## src/rtl/sbs_pkg.sv

```systemverilog
// Constants for the receive-buffer and transmit-status block of a serial port.
// Assumes an APB master on pclk and a shift engine that pulses its events on pclk.
// What this block does
// Buffer read clears overrun and receive irq flags
// Buffer read sets the receive-empty bit
// Word written back clears the receive-empty bit
// Host writes to the buffer address never change status bits
// Reading the buffer clears the overrun bit
// Write-back while not empty sets overrun
// Shift data write sets transmit-pending bit
// Engine taking the word clears transmit-pending
// Received word stored right-justified, MSB first
// Write-back copies select number into buffer
// Overrun word replaces previous buffer contents
package sbs_pkg;
  // Register byte offsets on the APB
  localparam logic [11:0] SBS_ADDR_RXBUF = 12'h000;
  localparam logic [11:0] SBS_ADDR_SHIFT = 12'h004;
  localparam logic [11:0] SBS_ADDR_FLAG = 12'h008;
  // Receive buffer register fields
  localparam int SBS_RX_EMPTY_FLAG_BIT = 31;
  localparam int SBS_RX_OVERRUN_FLAG_BIT = 30;
  localparam int SBS_TXPEND_BIT = 29;
  localparam int SBS_LCS_LO = 16;
  localparam int SBS_DATA_W = 16;
  localparam int SBS_SEL_W = 2;
  localparam int SBS_LEN_W = 5;
  // Interrupt flag register fields
  localparam int SBS_RXIRQ_BIT = 0;
  localparam int SBS_OVRIRQ_BIT = 1;
  // Reset values
  localparam logic SBS_RX_EMPTY_FLAG_RST = 1'b1;
  localparam logic SBS_FLAG_RST = 1'b0;
  localparam logic [15:0] SBS_DATA_RST = 16'h0000;
  localparam logic [1:0] SBS_SEL_RST = 2'h0;
  localparam logic [31:0] SBS_RDATA_RST = 32'h0000_0000;
endpackage

```

## src/rtl/sbs_flag.sv

```systemverilog
// One status flag with a hardware event and a clearing event.
// Assumes both events are single-cycle pulses on pclk.
`timescale 1ns/1ps
module sbs_flag #(
  parameter logic RST_VAL = 1'b0
) (
  // Clock and reset
  input wire logic pclk,
  input wire logic presetn,
  input wire logic ce,
  // Events
  input wire logic set_ev,
  input wire logic clr_ev,
  // Flag level
  output logic q
);
  typedef struct packed {
    logic q;
  } sbs_flag_st_t;

  sbs_flag_st_t st_ff;
  sbs_flag_st_t nxt_st;

  // The set wins so an event landing on the clear cycle is never lost
  always_comb
  begin
    nxt_st = st_ff;
    if (set_ev)
    begin
      nxt_st.q = 1'b1;
    end
    else if (clr_ev)
    begin
      nxt_st.q = 1'b0;
    end
  end

  // State register, frozen while ce is low
  always_ff @(posedge pclk or negedge presetn)
  begin
    if (!presetn)
    begin
      st_ff.q <= RST_VAL;
    end
    else if (ce)
    begin
      st_ff <= nxt_st;
    end
  end

  assign q = st_ff.q;
endmodule // sbs_flag

```

## src/rtl/sbs_top.sv

```systemverilog
// APB register slave for the receive buffer, shift data and irq flags.
// Assumes the shift engine pulses xfer_done and tx_take for one pclk cycle.
//
// Chosen here: the address map and the APB slave port.
`timescale 1ns/1ps
module sbs_top (
  // Clock, reset, freeze
  input wire logic pclk,
  input wire logic presetn,
  input wire logic ce,
  // APB slave
  input wire logic psel,
  input wire logic penable,
  input wire logic pwrite,
  input wire logic [11:0] paddr,
  input wire logic [31:0] pwdata,
  output logic [31:0] prdata,
  output logic pready,
  output logic pslverr,
  // Receive side of the shift engine
  input wire logic xfer_done,
  input wire logic [sbs_pkg::SBS_DATA_W-1:0] xfer_data,
  input wire logic [sbs_pkg::SBS_SEL_W-1:0] xfer_select,
  input wire logic [sbs_pkg::SBS_LEN_W-1:0] xfer_len,
  // Transmit side of the shift engine
  input wire logic tx_take,
  output logic tx_pending_flag,
  output logic [sbs_pkg::SBS_DATA_W-1:0] tx_data,
  output logic [sbs_pkg::SBS_SEL_W-1:0] tx_select,
  // Flag levels for the interrupt logic outside
  output logic rx_irq_flag,
  output logic overrun_irq_flag
);
  import sbs_pkg::*;

  typedef struct packed {
    logic ack;
    logic slverr;
    logic [31:0] rdata;
    logic [SBS_DATA_W-1:0] rx_data;
    logic [SBS_SEL_W-1:0] last_select_number;
    logic [SBS_DATA_W-1:0] tx_data;
    logic [SBS_SEL_W-1:0] select_number;
  } sbs_top_st_t;

  sbs_top_st_t st_ff;
  sbs_top_st_t nxt_st;
  logic rx_empty_flag;
  logic rx_overrun_flag;
  logic hit_rxbuf;
  logic hit_shift;
  logic hit_flag;
  logic mapped;
  logic rd_take;
  logic wr_take;
  logic wr_shift;
  logic wr_flag;
  logic overrun_ev;

  // Decode; reads act on the first access cycle so data and side effects agree
  assign hit_rxbuf = (paddr == SBS_ADDR_RXBUF);
  assign hit_shift = (paddr == SBS_ADDR_SHIFT);
  assign hit_flag = (paddr == SBS_ADDR_FLAG);
  assign mapped = hit_rxbuf || hit_shift || hit_flag;
  assign rd_take = psel && penable && !st_ff.ack && !pwrite && hit_rxbuf;
  assign wr_take = psel && penable && st_ff.ack && pwrite;
  assign wr_shift = wr_take && hit_shift;
  assign wr_flag = wr_take && hit_flag;
  assign overrun_ev = xfer_done && !rx_empty_flag;

  // Status flags, set-over-clear except empty, where xfer_done beats the read set
  sbs_flag #(.RST_VAL(SBS_RX_EMPTY_FLAG_RST)) u_rx_empty (
    .pclk(pclk),
    .presetn(presetn),
    .ce(ce),
    .set_ev(rd_take && !xfer_done),
    .clr_ev(xfer_done),
    .q(rx_empty_flag)
  );

  sbs_flag #(.RST_VAL(SBS_FLAG_RST)) u_rx_ovr (
    .pclk(pclk),
    .presetn(presetn),
    .ce(ce),
    .set_ev(overrun_ev),
    .clr_ev(rd_take),
    .q(rx_overrun_flag)
  );

  sbs_flag #(.RST_VAL(SBS_FLAG_RST)) u_tx_pend (
    .pclk(pclk),
    .presetn(presetn),
    .ce(ce),
    .set_ev(wr_shift),
    .clr_ev(tx_take),
    .q(tx_pending_flag)
  );

  // Irq flags: read of the buffer or write-one clears, new events win
  sbs_flag #(.RST_VAL(SBS_FLAG_RST)) u_rx_irq (
    .pclk(pclk),
    .presetn(presetn),
    .ce(ce),
    .set_ev(xfer_done),
    .clr_ev(rd_take || (wr_flag && pwdata[SBS_RXIRQ_BIT])),
    .q(rx_irq_flag)
  );

  sbs_flag #(.RST_VAL(SBS_FLAG_RST)) u_ovr_irq (
    .pclk(pclk),
    .presetn(presetn),
    .ce(ce),
    .set_ev(overrun_ev),
    .clr_ev(rd_take || (wr_flag && pwdata[SBS_OVRIRQ_BIT])),
    .q(overrun_irq_flag)
  );

  // Bus answer, read mux and data write-back
  always_comb
  begin
    logic [SBS_DATA_W-1:0] len_mask;
    len_mask = '0;
    nxt_st = st_ff;
    for (int i = 0; i < SBS_DATA_W; i++)
    begin
      len_mask[i] = (xfer_len == '0) || (i < int'(xfer_len));
    end
    // One wait state, then pready for exactly one cycle
    nxt_st.ack = psel && penable && !st_ff.ack;
    if (psel && penable && !st_ff.ack)
    begin
      nxt_st.slverr = !mapped;
      nxt_st.rdata = SBS_RDATA_RST;
      if (!pwrite && hit_rxbuf)
      begin
        nxt_st.rdata[SBS_RX_EMPTY_FLAG_BIT] = rx_empty_flag;
        nxt_st.rdata[SBS_RX_OVERRUN_FLAG_BIT] = rx_overrun_flag;
        nxt_st.rdata[SBS_TXPEND_BIT] = tx_pending_flag;
        nxt_st.rdata[SBS_LCS_LO +: SBS_SEL_W] = st_ff.last_select_number;
        nxt_st.rdata[SBS_DATA_W-1:0] = st_ff.rx_data;
      end
      else if (!pwrite && hit_shift)
      begin
        nxt_st.rdata[SBS_LCS_LO +: SBS_SEL_W] = st_ff.select_number;
        nxt_st.rdata[SBS_DATA_W-1:0] = st_ff.tx_data;
      end
      else if (!pwrite && hit_flag)
      begin
        nxt_st.rdata[SBS_RXIRQ_BIT] = rx_irq_flag;
        nxt_st.rdata[SBS_OVRIRQ_BIT] = overrun_irq_flag;
      end
    end
    // Newest word always overwrites, even on overrun
    if (xfer_done)
    begin
      nxt_st.rx_data = xfer_data & len_mask; // see
      nxt_st.last_select_number = xfer_select;
    end
    // Writes to the buffer address are dropped; status bits are hardware-owned, see
    if (wr_shift)
    begin
      nxt_st.tx_data = pwdata[SBS_DATA_W-1:0];
      nxt_st.select_number = pwdata[SBS_LCS_LO +: SBS_SEL_W];
    end
  end

  // Registered state, frozen while ce is low
  always_ff @(posedge pclk or negedge presetn)
  begin
    if (!presetn)
    begin
      st_ff.ack <= 1'b0;
      st_ff.slverr <= 1'b0;
      st_ff.rdata <= SBS_RDATA_RST;
      st_ff.rx_data <= SBS_DATA_RST;
      st_ff.last_select_number <= SBS_SEL_RST;
      st_ff.tx_data <= SBS_DATA_RST;
      st_ff.select_number <= SBS_SEL_RST;
    end
    else if (ce)
    begin
      st_ff <= nxt_st;
    end
  end

  assign pready = st_ff.ack;
  assign pslverr = st_ff.ack && st_ff.slverr;
  assign prdata = st_ff.rdata;
  assign tx_data = st_ff.tx_data;
  assign tx_select = st_ff.select_number;
endmodule // sbs_top
```

## config.mk

```make
export PLATFORM = sky130hd
export DESIGN_NAME = sbs_top
export DESIGN_NICKNAME = d
export VERILOG_FILES = /design/src/rtl/sbs_pkg.sv /design/src/rtl/sbs_flag.sv /design/src/rtl/sbs_top.sv
export SDC_FILE = /design/constraint.sdc
export NUM_CORES = 1
export LEC_CHECK = 0
export BUFFER_PORTS_ARGS = -buffer_cell sky130_fd_sc_hd__buf_2
export CAP_MARGIN = 10
export CORE_UTILIZATION = 49
export DETAILED_ROUTE_END_ITERATION = 8
export PLACE_DENSITY = 0.87
export SLEW_MARGIN = 20
export SYNTH_ARGS = -nofsm -noshare
export SYNTH_HDL_FRONTEND = slang
export SYNTH_HIERARCHICAL = 1
export SYNTH_SLANG_ARGS = --single-unit
```

## constraint.sdc

```tcl
create_clock -name pclk -period 2.3 [get_ports pclk]
set_clock_uncertainty 0.15 [all_clocks]
set_input_delay 0.23 -clock pclk [delete_from_list [all_inputs] [get_ports pclk]]
set_output_delay 0.23 -clock pclk [all_outputs]
set_load 0.03 [all_outputs]
```

==> out/qor.txt, run 1 <==
Final Power: 2.80 mW
Simple-Gate Fraction of Synth Area: 0.143
Post-route DRC: 0
Syn Inst Count: 320
Area Overhead vs Synth: 22.8%
Die Span Y: 85.1 um
Area of the multi-input gates: 0.00136 sq mm
Wire per inst: 15.5 um
Fin area: 0.00416 sq mm
CP Data Arrival Time: 2.08 ns
Largest net degree at the start of global routing: 33
Vias per cell: 5.21
Setup Buffers After CTS: 0
Crit-path max FO: 18
Post-route ant nets: 0
Die W: 85.1 um
Post-synth EDFFs: 0
Grt total ovfl: 0
FP Rows: 29
Cell area after placement: 0.00366 sq mm
Max Cap Viol: 0
Root Driver: clkbuf_8
Worst hold path class: primary input to register
Largest buffer count on any clock path: 2
Synthesized flop and latch total: 64
Post-layout util: 0.640
Least-Margin Pin Slew: 0.941 ns
Final setup fails: 0
CP Cell Sequence: and4_1 > nand4_4 > nor2_8 > mux2_2
Seq. cell area: 0.00160 sq mm
CP startpoint kind: register
RR Endpoint: tx_data[6]
Vias: 2605
Kind of critical path: register to register
Async S/R FF share, synth: 1.00
Number of global-route vias before repair: 2721
Fmax: 0.498 GHz
Post-synthesis mux area share: 0.124
Diode count: 0
Leak: 2.13 nW
Fin nets: 493
Slew Limit Fails: 0
Final WL: 7.76 mm
Number of DRC markers in iteration 0: 100
Post-Synth Adder-Cell Area: 0
Post-synth top flop: dfrtp_1
Synthesized area: 0.00339 sq mm
Crit share post-route: 0.874
Clock latency on the worst-skew pair: 0.33 ns
Clk sinks: 64
Peak VDD IR: 370 uV
CP bufs+invs: 0
Main combinational cell family by area after synthesis: simple AND/OR/NAND/NOR gates
Power per cell area: 673 mW/mm^2
Syn Area/Cell: 10.6 sq um
Core area: 0.00649 sq mm
First-pass detailed-route iteration total: 4
Final hold violation count: 0
Worst reg2reg path depth: 4
TritonCTS Buffers: 9
Die ar.: 0.00725 sq mm
Crit path largest cell delay: 0.45 ns
Crit-path slowest cell: dfrtp_1
Total GRT Usage: 0.229
Port Buffer Count: 104
RSZ-0062 raised after global routing: false
Worst slew margin: 0.373
Register-to-register setup slack: 0.29 ns
Initial Util: 0.521
Worst-path clk slew: 0.08 ns
Setup TNS: 0 ns
Crit path max-delay family: simple AND/OR/NAND/NOR gates
Cell variety after synth: 45
Register area share after synthesis: 0.473
End of the critical path: tx_data[6]
Critical path data required time: 2.37 ns
Synth Area in XOR/XNOR: 0.00259
First-pass GRT wire length: 12.8 mm
# IOs: 130
Crit end category: register
Compound-cell area share of the yosys netlist: 0.119
RR Startpoint: pready
Min Tclk post-route: 2.01 ns
Final GP Congestion: 0.825
Final HPWL DP: 5.35 mm
CTS tree: yes
YS warnings: 6
Fill count: 529
Initial antenna violation count: 0
Fraction of layout cells with a size suffix above 1: 0.362
Outcome: completed
WP depth: 4
H-tree levels: 3
CP Launch Point: pready
-- synth_stat cells (3+ instances only) --
master / instances / area, sq um
mux2_4: 10 / 150
inv_1: 3 / 11.3
buf_2: 3 / 15.0
buf_4: 50 / 375
and2_1: 3 / 18.8
mux2_2: 7 / 78.8
nand2_1: 41 / 154
o21ai_0: 24 / 120
nand3_1: 3 / 15.0
nand3b_1: 3 / 22.5
mux2i_1: 18 / 180
a211oi_1: 16 / 120
a21oi_1: 4 / 20.0
dfrtp_1: 63 / 1580
nor2_1: 22 / 82.6
a22o_1: 8 / 70.1
clkbuf_1: 7 / 26.3
-- per-layer routing --
layer | part of all wire | GRT usage
met1 | 0.41 | 0.264
met2 | 0.54 | 0.418
met3 | 0.035 | 0.0311
met4 | 0.018 | 0.111
met5 | 0 | 0
-- stage by stage --
| stage | setup WS (ns) | hold WS [ns] | std cells |
|---|---|---|---|
| global route | 0.248 | 0.0187 | 500 |
| global placement | 0.313 | 0.00574 | 455 |
| CTS | 0.289 | 0.00216 | 500 |
| finish | 0.290 | 0.0185 | 500 |
| detailed placement | 0.246 | 0.0211 | 455 |
| floorplan | 0.377 | -0.216 | 330 |
-- worst min-delay path by stage --
stage          slack (ns)  cells past startpoint    endpoint    startpoint
4_1_cts             0.002                      3   st_ff[26]  xfer_data[6]
2_1_floorplan       -0.22                      0   prdata[0]       presetn
3_5_place_dp         0.02                      1  prdata[17]       presetn
5_1_grt              0.02                      3   st_ff[24]  xfer_data[4]
3_3_place_gp        0.006                      1  tx_data[0]       presetn
6_report             0.02                      3   st_ff[24]  xfer_data[4]
-- report_power, final --
group	switching [mW]	internal [mW]	leakage, nW
Sequential	0.0547	1.22	0.823
Clock	0.451	0.534	0.102
Combinational	0.335	0.203	1.20
Total	0.841	1.96	2.13
-- layout by cell type (no fill, tap or decap), drive strengths merged, types with 3 or more instances in the layout --
master | netlist | routed
conb | 1 | 11
o21ai | 24 | 24
a21oi | 5 | 5
inv | 3 | 3
clkinv | 0 | 4
mux2i | 18 | 18
nand2 | 41 | 41
dfrtp | 63 | 63
dlygate4sd3 | 0 | 29
nor2 | 23 | 23
clkbuf | 7 | 10
nand3 | 3 | 3
mux2 | 18 | 18
a22o | 8 | 8
nand3b | 3 | 3
nand4 | 3 | 3
a211oi | 17 | 17
and2 | 3 | 3
buf | 56 | 111
-- sequential cells by signal, indices dropped and copies added (netlist names) --
| name | cells |
|---|---|
| tx_select | 2 |
| prdata | 21 |
| u_ovr_irq/q | 1 |
| tx_data | 16 |
| pready | 1 |
| u_rx_irq/q | 1 |
| u_tx_pend/q | 1 |
| u_rx_ovr/q | 1 |
| st_ff | 19 |
| u_rx_empty/q | 1 |
-- cells by family after synthesis --
group	Yosys count
multiplexers	36
XOR/XNOR	1
AO/OA/AOI/OAI	60
AND/OR/NAND/NOR	92
buffers and inverters	66
other	1
flip-flops	64
-- final cells by class --
type | instances | area share
timing repair buffer | 140 | 0.211
tap | 77 | 0.0232
sequential | 64 | 0.386
clock buffer | 10 | 0.0331
multi-input combinational | 200 | 0.328
inverter | 3 | 0.00271
clock inverter | 6 | 0.0166
-- repair_timing --
action | in CTS | in global routing
hold endpoints to repair | 57 | 0
hold buffers | 29 | 0
setup endpoints to repair | 0 | 0
resized for setup | 0 | 0
-- worst reg2reg max path, stage by stage, from the launching register on --
cell	delay, ns
dfrtp_1	0.45
and4_1	0.27
nand4_4	0.18
nor2_8	0.43
mux2_2	0.42
No activity file was read; power rests on OpenSTA's default activity.
==> inputs of run 2 (changes only) <==
ABC_AREA = 1   (was not set)
==> out/qor.txt, run 2 <==
Pre-CTS setup slack: 0.315 ns (+0.0692 ns)
Async S/R FF share, synth: 1.00 (unchanged)
Die W: 85.8 um (+0.80%)
Fill count: 624 (+18%)
Setup TNS: 0 ns (unchanged)
Worst reg2reg path depth: 5 (+1)
WP depth: 5 (+1)
Final WL: 8.45 mm (+9.0%)
Die ar.: 0.00736 sq mm (+1.6%)
First-pass GRT wire length: 13.9 mm (+8.6%)
Final std cells w/o fill: 629 (+26%)
Post-Synth Adder-Cell Area: 0 (unchanged)
Wire per inst: 13.4 um (-13%)
Placed cells: 584 (+28%)
Syn Area/Cell: 7.97 sq um (-25%)
Number of global-route vias before repair: 3003 (+10%)
Diode count: 0 (unchanged)
Worst Hold Depth: 3 (unchanged)
RSZ-0062 raised after global routing: false
Number of flip-flops in the largest register: 21 (unchanged)
# IOs: 130 (unchanged)
Power per cell area: 594 mW/mm^2 (-12%)
Crit end category: register
Final Power: 2.50 mW (-11%)
Final HPWL DP: 5.80 mm (+8.4%)
CP startpoint kind: register
Number of DRC markers in iteration 0: 204 (+100%)
Area contributors post-synth: dfrtp_1, nand2_1, buf_4, nand3_1, o21ai_0
PostCTS Resize Cnt: 0 (unchanged)
Die Span Y: 85.8 um (+0.80%)
Worst slew margin: 0.631 (+0.258)
CP Data Arrival Time: 1.94 ns (-0.14 ns)
Synth cell count leaders: nand2_1, dfrtp_1, buf_4, nand3_1, inv_1
Least-Margin Pin Slew: 0.553 ns (-0.388 ns)
Worst hold path class: primary input to register
Max Cap Viol: 0 (unchanged)
Post-synthesis mux area share: 0 (-0.124)
Slew Limit Fails: 0 (unchanged)
Met2 usage: 0.403 (-0.0150)
Synthesized flop and latch total: 64 (unchanged)
Post-synth EDFFs: 0 (unchanged)
Final GP Congestion: 0.854 (+3.5%)
Grt total ovfl: 0 (unchanged)
Fraction of layout cells with a size suffix above 1: 0.268 (-0.0934)
Port Buffer Count: 104 (unchanged)
Post-layout util: 0.620 (-0.0199)
Synth top area share: 0.458 (-0.00762)
Area Overhead vs Synth: 22.4%
GR peak layer: met2
CTS tree: yes
Outcome: completed
Syn Inst Count: 432 (+35%)
Post-synth top flop: dfrtp_1
Min Tclk post-route: 1.82 ns (-0.191 ns)
Crit-path slowest cell: nor3_4
Leak: 2.42 nW (+14%)
CP Launch Point: pready
Final hold violation count: 0 (unchanged)
Synth Area in XOR/XNOR: 0 (-0.00259)
Worst Setup Slack, final: 0.482 ns (+0.191 ns)
TritonCTS Buffers: 9 (unchanged)
Crit-path max FO: 14 (-4)
Cell variety after synth: 29 (-36%)
Synthesized area: 0.00344 sq mm (+1.7%)
Crit share post-route: 0.790 (-0.0832)
Worst-path clk slew: 0.08 ns (about the same)
Commonest cells after routing, fill and taps aside: nand2_1, buf_2, dfrtp_1
CP Cell Sequence: nor2_2 > nand2_2 > nor3_4 > nand2_1 > nand3_1
RR Startpoint: pready
Simple-Gate Fraction of Synth Area: 0.333 (+0.190)
Root Driver: clkbuf_8
Final setup fails: 0 (unchanged)
H-tree levels: 3 (unchanged)
Met3 usage: 0.0529 (+0.0218)
Initial antenna violation count: 0 (unchanged)
Yosys top cell by area: dfrtp_1
Met1 Use GR: 0.314 (+0.0503)
Vias: 3150 (+21%)
Worst Hold Launch: xfer_data[9]
Crit path largest cell delay: 0.53 ns (+0.08 ns)
Core area: 0.00679 sq mm (+4.6%)
First-pass detailed-route iteration total: 4 (unchanged)
CP bufs+invs: 0 (unchanged)
Leading cell type in the layout, fill and taps excluded: nand2_1
Vias per cell: 5.01 (-3.9%)
Clock latency on the worst-skew pair: 0.34 ns (about the same)
Initial Util: 0.507 (-0.0147)
Total GRT Usage: 0.244 (+0.0156)
FP Rows: 30 (+3.4%)
Compound-cell area share of the yosys netlist: 0.0407 (-0.0779)
Top-count cell post-synth: nand2_1
Kind of critical path: register to register
Register area share after synthesis: 0.466 (-0.00774)
Fin nets: 604 (+23%)
YS warnings: 6 (unchanged)
Crit path max-delay family: simple AND/OR/NAND/NOR gates
Largest net degree at the start of global routing: 43 (+30%)
Fmax: 0.550 GHz (+11%)
Clk sinks: 64 (unchanged)
Largest buffer count on any clock path: 2 (unchanged)
Main combinational cell family by area after synthesis: simple AND/OR/NAND/NOR gates
Peak VDD IR: 259 uV (-30%)
Critical path data required time: 2.42 ns (+0.05 ns)
Post-route DRC: 0 (unchanged)
Post-route ant nets: 0 (unchanged)
[run 2: changes by cell type after synthesis, moves of 10 or more]
cell      delta
a211oi_1    -16
inv_1       +18
mux2_4      -10
mux2i_1     -18
nand2_1    +126
nand3_1     +45
nand4_1     +10
nor2_1      -12
[run 2: cell families after synthesis]
family | count (synthesis)
and+or+nand+nor | 255
buffers and inverters | 87
other | 1
AOI/OAI and AO/OA | 25
DFF | 64
[run 2: report_power, final]
part | internal [mW] | leakage, nW | switching, mW
clock | 0.602 | 0.103 | 0.419
sequential | 1.17 | 0.848 | 0.0267
combinational | 0.112 | 1.47 | 0.171
[run 2: through the flow]
step | hold slack [ns] | cell area (sq um)
global route | 0.0183 | 4210
CTS | 0.000337 | 4210
global placement | 0.0817 | 3710
finish | 0.0115 | 4210
detailed placement | 0.0977 | 3710
floorplan | -0.216 | 3480
[run 2: final timing paths]
check / endpoint / slack, ns
min in group asynchronous: u_ovr_irq/q / 0.26
hold reg to reg: u_rx_empty/q / 0.32
hold / removal: st_ff[29] / 0.01
setup reg to reg: prdata[8] / 0.48
setup / recovery: prdata[8] / 0.48
max in group asynchronous: st_ff[31] / 1.12
[run 2: what timing repair did]
| action | 4_1_cts | 5_1_grt |
|---|---|---|
| hold buffers | 30 | 0 |
| hold endpoints to repair | 50 | 0 |
| setup endpoints to repair | 0 | 0 |
| buffers inserted | 0 | 0 |
[run 2: routing by layer]
| metal | vias to the layer above | share of wire | routed length (um) |
|---|---|---|---|
| li1 | 1510 | - | - |
| met1 | 1461 | 0.43 | 3650 |
| met2 | 158 | 0.48 | 4040 |
| met3 | 21 | 0.062 | 526 |
| met4 | 0 | 0.028 | 237 |
| met5 | - | 0 | 0 |
[run 2: layout make-up]
class	instances	area [sq um]	area share
Inverter	24	90.1	0.0214
Sequential cell	64	1600	0.380
Clock inverter	4	70.1	0.0166
Multi-Input combinational cell	291	1330	0.315
Timing Repair Buffer	139	871	0.207
Tap cell	96	120	0.0285
Clock buffer	11	131	0.0312
[run 2: worst register-to-register path, cell delays in order (launching register included)]
cell,delay (ns)
dfrtp_1,0.43
nor2_2,0.19
nand2_2,0.23
nor3_4,0.53
nand2_1,0.12
nand3_1,0.09
==> inputs of run 3 (changes only) <==
ABC_AREA = 0   (was 1)
clock period = 1.8 ns   (was 2.3 ns; I/O delays follow)
==> out/qor.txt, run 3 (synthesis gave the netlist of run 1 again) <==
Outcome: completed
Initial Util: 0.521 (+0.0147)
Crit path largest cell delay: 0.40 ns (-0.13 ns)
Number of flip-flops in the largest register: 21 (unchanged)
Area Overhead vs Synth: 27.4%
Die W: 85.1 um (-0.80%)
Crit share post-route: 0.966 (+0.176)
Largest net degree at the start of global routing: 65 (+51%)
Kind of critical path: register to register
Die ar.: 0.00725 sq mm (-1.6%)
Switching part of the total: 0.301 (+0.0548)
Critical path data required time: 1.87 ns (-0.55 ns)
Least-Margin Pin Slew: 0.524 ns (-0.0294 ns)
Die Span Y: 85.1 um (-0.80%)
Final hold violation count: 0 (unchanged)
Setup TNS: 0 ns (unchanged)
Final WL: 7.87 mm (-6.9%)
Port Buffer Count: 104 (unchanged)
Slew Limit Fails: 0 (unchanged)
Fin nets: 510 (-16%)
Fraction of layout cells with a size suffix above 1: 0.366 (+0.0976)
Wire per inst: 15.2 um (+13%)
Post-route DRC: 0 (unchanged)
Peak VDD IR: 504 uV (+95%)
Core area: 0.00649 sq mm (-4.4%)
Vias: 2689 (-15%)
Diode count: 0 (unchanged)
First-pass GRT wire length: 12.1 mm (-13%)
CTS tree: yes
Pint: 2.38 mW (+26%)
Fin area: 0.00431 sq mm (+2.4%)
CP Cell Sequence: and4_4 > nand4_4 > nor2_8 > buf_12 > mux2_2
H-tree levels: 3 (unchanged)
Power per cell area: 789 mW/mm^2 (+33%)
Seq pwr share: 0.479 (about the same)
Crit-path slowest cell: dfrtp_2
Min Tclk post-route: 1.74 ns (-0.0788 ns)
CP Data Arrival Time: 1.80 ns (-0.14 ns)
Final setup fails: 0 (unchanged)
# IOs: 130 (unchanged)
Clock latency on the worst-skew pair: 0.33 ns (about the same)
Leading cell type in the layout, fill and taps excluded: buf_2
Worst hold path class: primary input to register
Post-route ant nets: 0 (unchanged)
Crit end category: register
Max Cap Viol: 0 (unchanged)
Vias per cell: 5.20 (+3.9%)
Largest buffer count on any clock path: 2 (unchanged)
Power share of the combinational group: 0.213 (+0.100)
FP Rows: 29 (-3.3%)
Fmax: 0.575 GHz (+4.5%)
Commonest cells after routing, fill and taps aside: buf_2, dfrtp_1, nand2_1
Worst-path clk slew: 0.07 ns (about the same)
Initial antenna violation count: 0 (unchanged)
Grt total ovfl: 0 (unchanged)
Number of DRC markers in iteration 0: 159 (-22%)
TritonCTS Buffers: 9 (unchanged)
Final HPWL DP: 5.33 mm (-8.0%)
CP startpoint kind: register
Cell area after placement: 0.00375 sq mm (+1.1%)
Switching pwr: 1.03 mW (+66%)
RSZ-0062 raised after global routing: false
Number of global-route vias before repair: 2565 (-15%)
Clk pwr share: 0.309 (-0.099)
Leak: 2.20 nW (-9.1%)
Crit-path max FO: 10 (-4)
First-pass detailed-route iteration total: 4 (unchanged)
Final GP Congestion: 0.811 (-5.0%)
Clk sinks: 64 (unchanged)
Total GRT Usage: 0.222 (-0.0230)
Worst slew margin: 0.650 (+0.0188)
Root Driver: clkbuf_8
==> run 3: changes by cell type in the layout (fill, tap and decap cells not counted), moves of 8 or more <==
cell      change
buf_4         +8
nand2_1     -126
nand4_1      -10
nor2_1       +12
o21ai_0       +8
a22o_1        +8
nand3_1      -45
mux2_4       +10
a211oi_1     +16
inv_1        -18
mux2i_1      +18
==> run 3: cell type report <==
cell class,count,area [sq um]
multi-input combinational,200,1370
clock inverter,3,17.5
inverter,3,11.3
sequential,64,1600
clock buffer,13,149
tap,77,96.3
timing repair buffer,157,1060
fill,527,2180
==> run 3: repair_timing <==
item / in CTS / in global routing
hold buffers: 37 / 0
setup endpoints to repair: 1 / 6
resized for setup: 1 / 1
hold endpoints to repair: 99 / 0
buffers inserted: 0 / 2
==> run 3: critical path: cells and delay by family (launching register included) <==
kind,cells,cell delay (ns)
buffers and inverters,1,0.15
and+or+nand+nor,3,0.56
DFF,1,0.40
muxes,1,0.35
==> run 3: per-layer routing <==
| metal | vias to the layer above | global-route usage | part of all wire |
|---|---|---|---|
| met5 | - | 0 | 0 |
| met4 | 0 | 0.0955 | 0.026 |
| met3 | 22 | 0.0516 | 0.043 |
| met2 | 93 | 0.389 | 0.53 |
| met1 | 1279 | 0.259 | 0.40 |
| li1 | 1295 | - | - |
==> run 3: worst paths after layout <==
check                             start           end  slack [ns]  cells after the start
max reg2reg                      pready    tx_data[7]        0.06                      5
min                        xfer_data[1]     st_ff[21]       0.009                      3
max in group asynchronous       presetn  u_rx_empty/q        0.93                      3
min in group asynchronous       presetn  tx_select[0]        0.23                      3
min reg2reg                   st_ff[18]     st_ff[18]        0.33                      2
max                              pready    tx_data[7]        0.06                      5
==> run 3: metrics by stage <==
step / setup slack (ns) / std cells / hold slack (ns) / util / power (mW)
3_5_place_dp: -0.0295 / 462 / 0.0754 / 0.578 / 2.31
6_report: 0.0607 / 517 / 0.00906 / 0.664 / 3.40
3_3_place_gp: 0.00454 / 462 / 0.0641 / 0.578 / 2.29
5_1_grt: 0.0303 / 517 / 0.0221 / 0.664 / 3.57
2_1_floorplan: 0.00599 / 330 / -0.266 / - / 2.16
4_1_cts: 0.0187 / 515 / 0.00574 / 0.661 / 3.42
==> run 3: power groups by stage <==
stage          registers, mW  logic [mW]  clock network (mW)
2_1_floorplan           1.64       0.519                   0
3_3_place_gp            1.65       0.636                   0
3_5_place_dp            1.66       0.652                   0
4_1_cts                 1.63       0.716                1.07
5_1_grt                 1.64       0.783                1.14
6_report                1.63       0.725                1.05
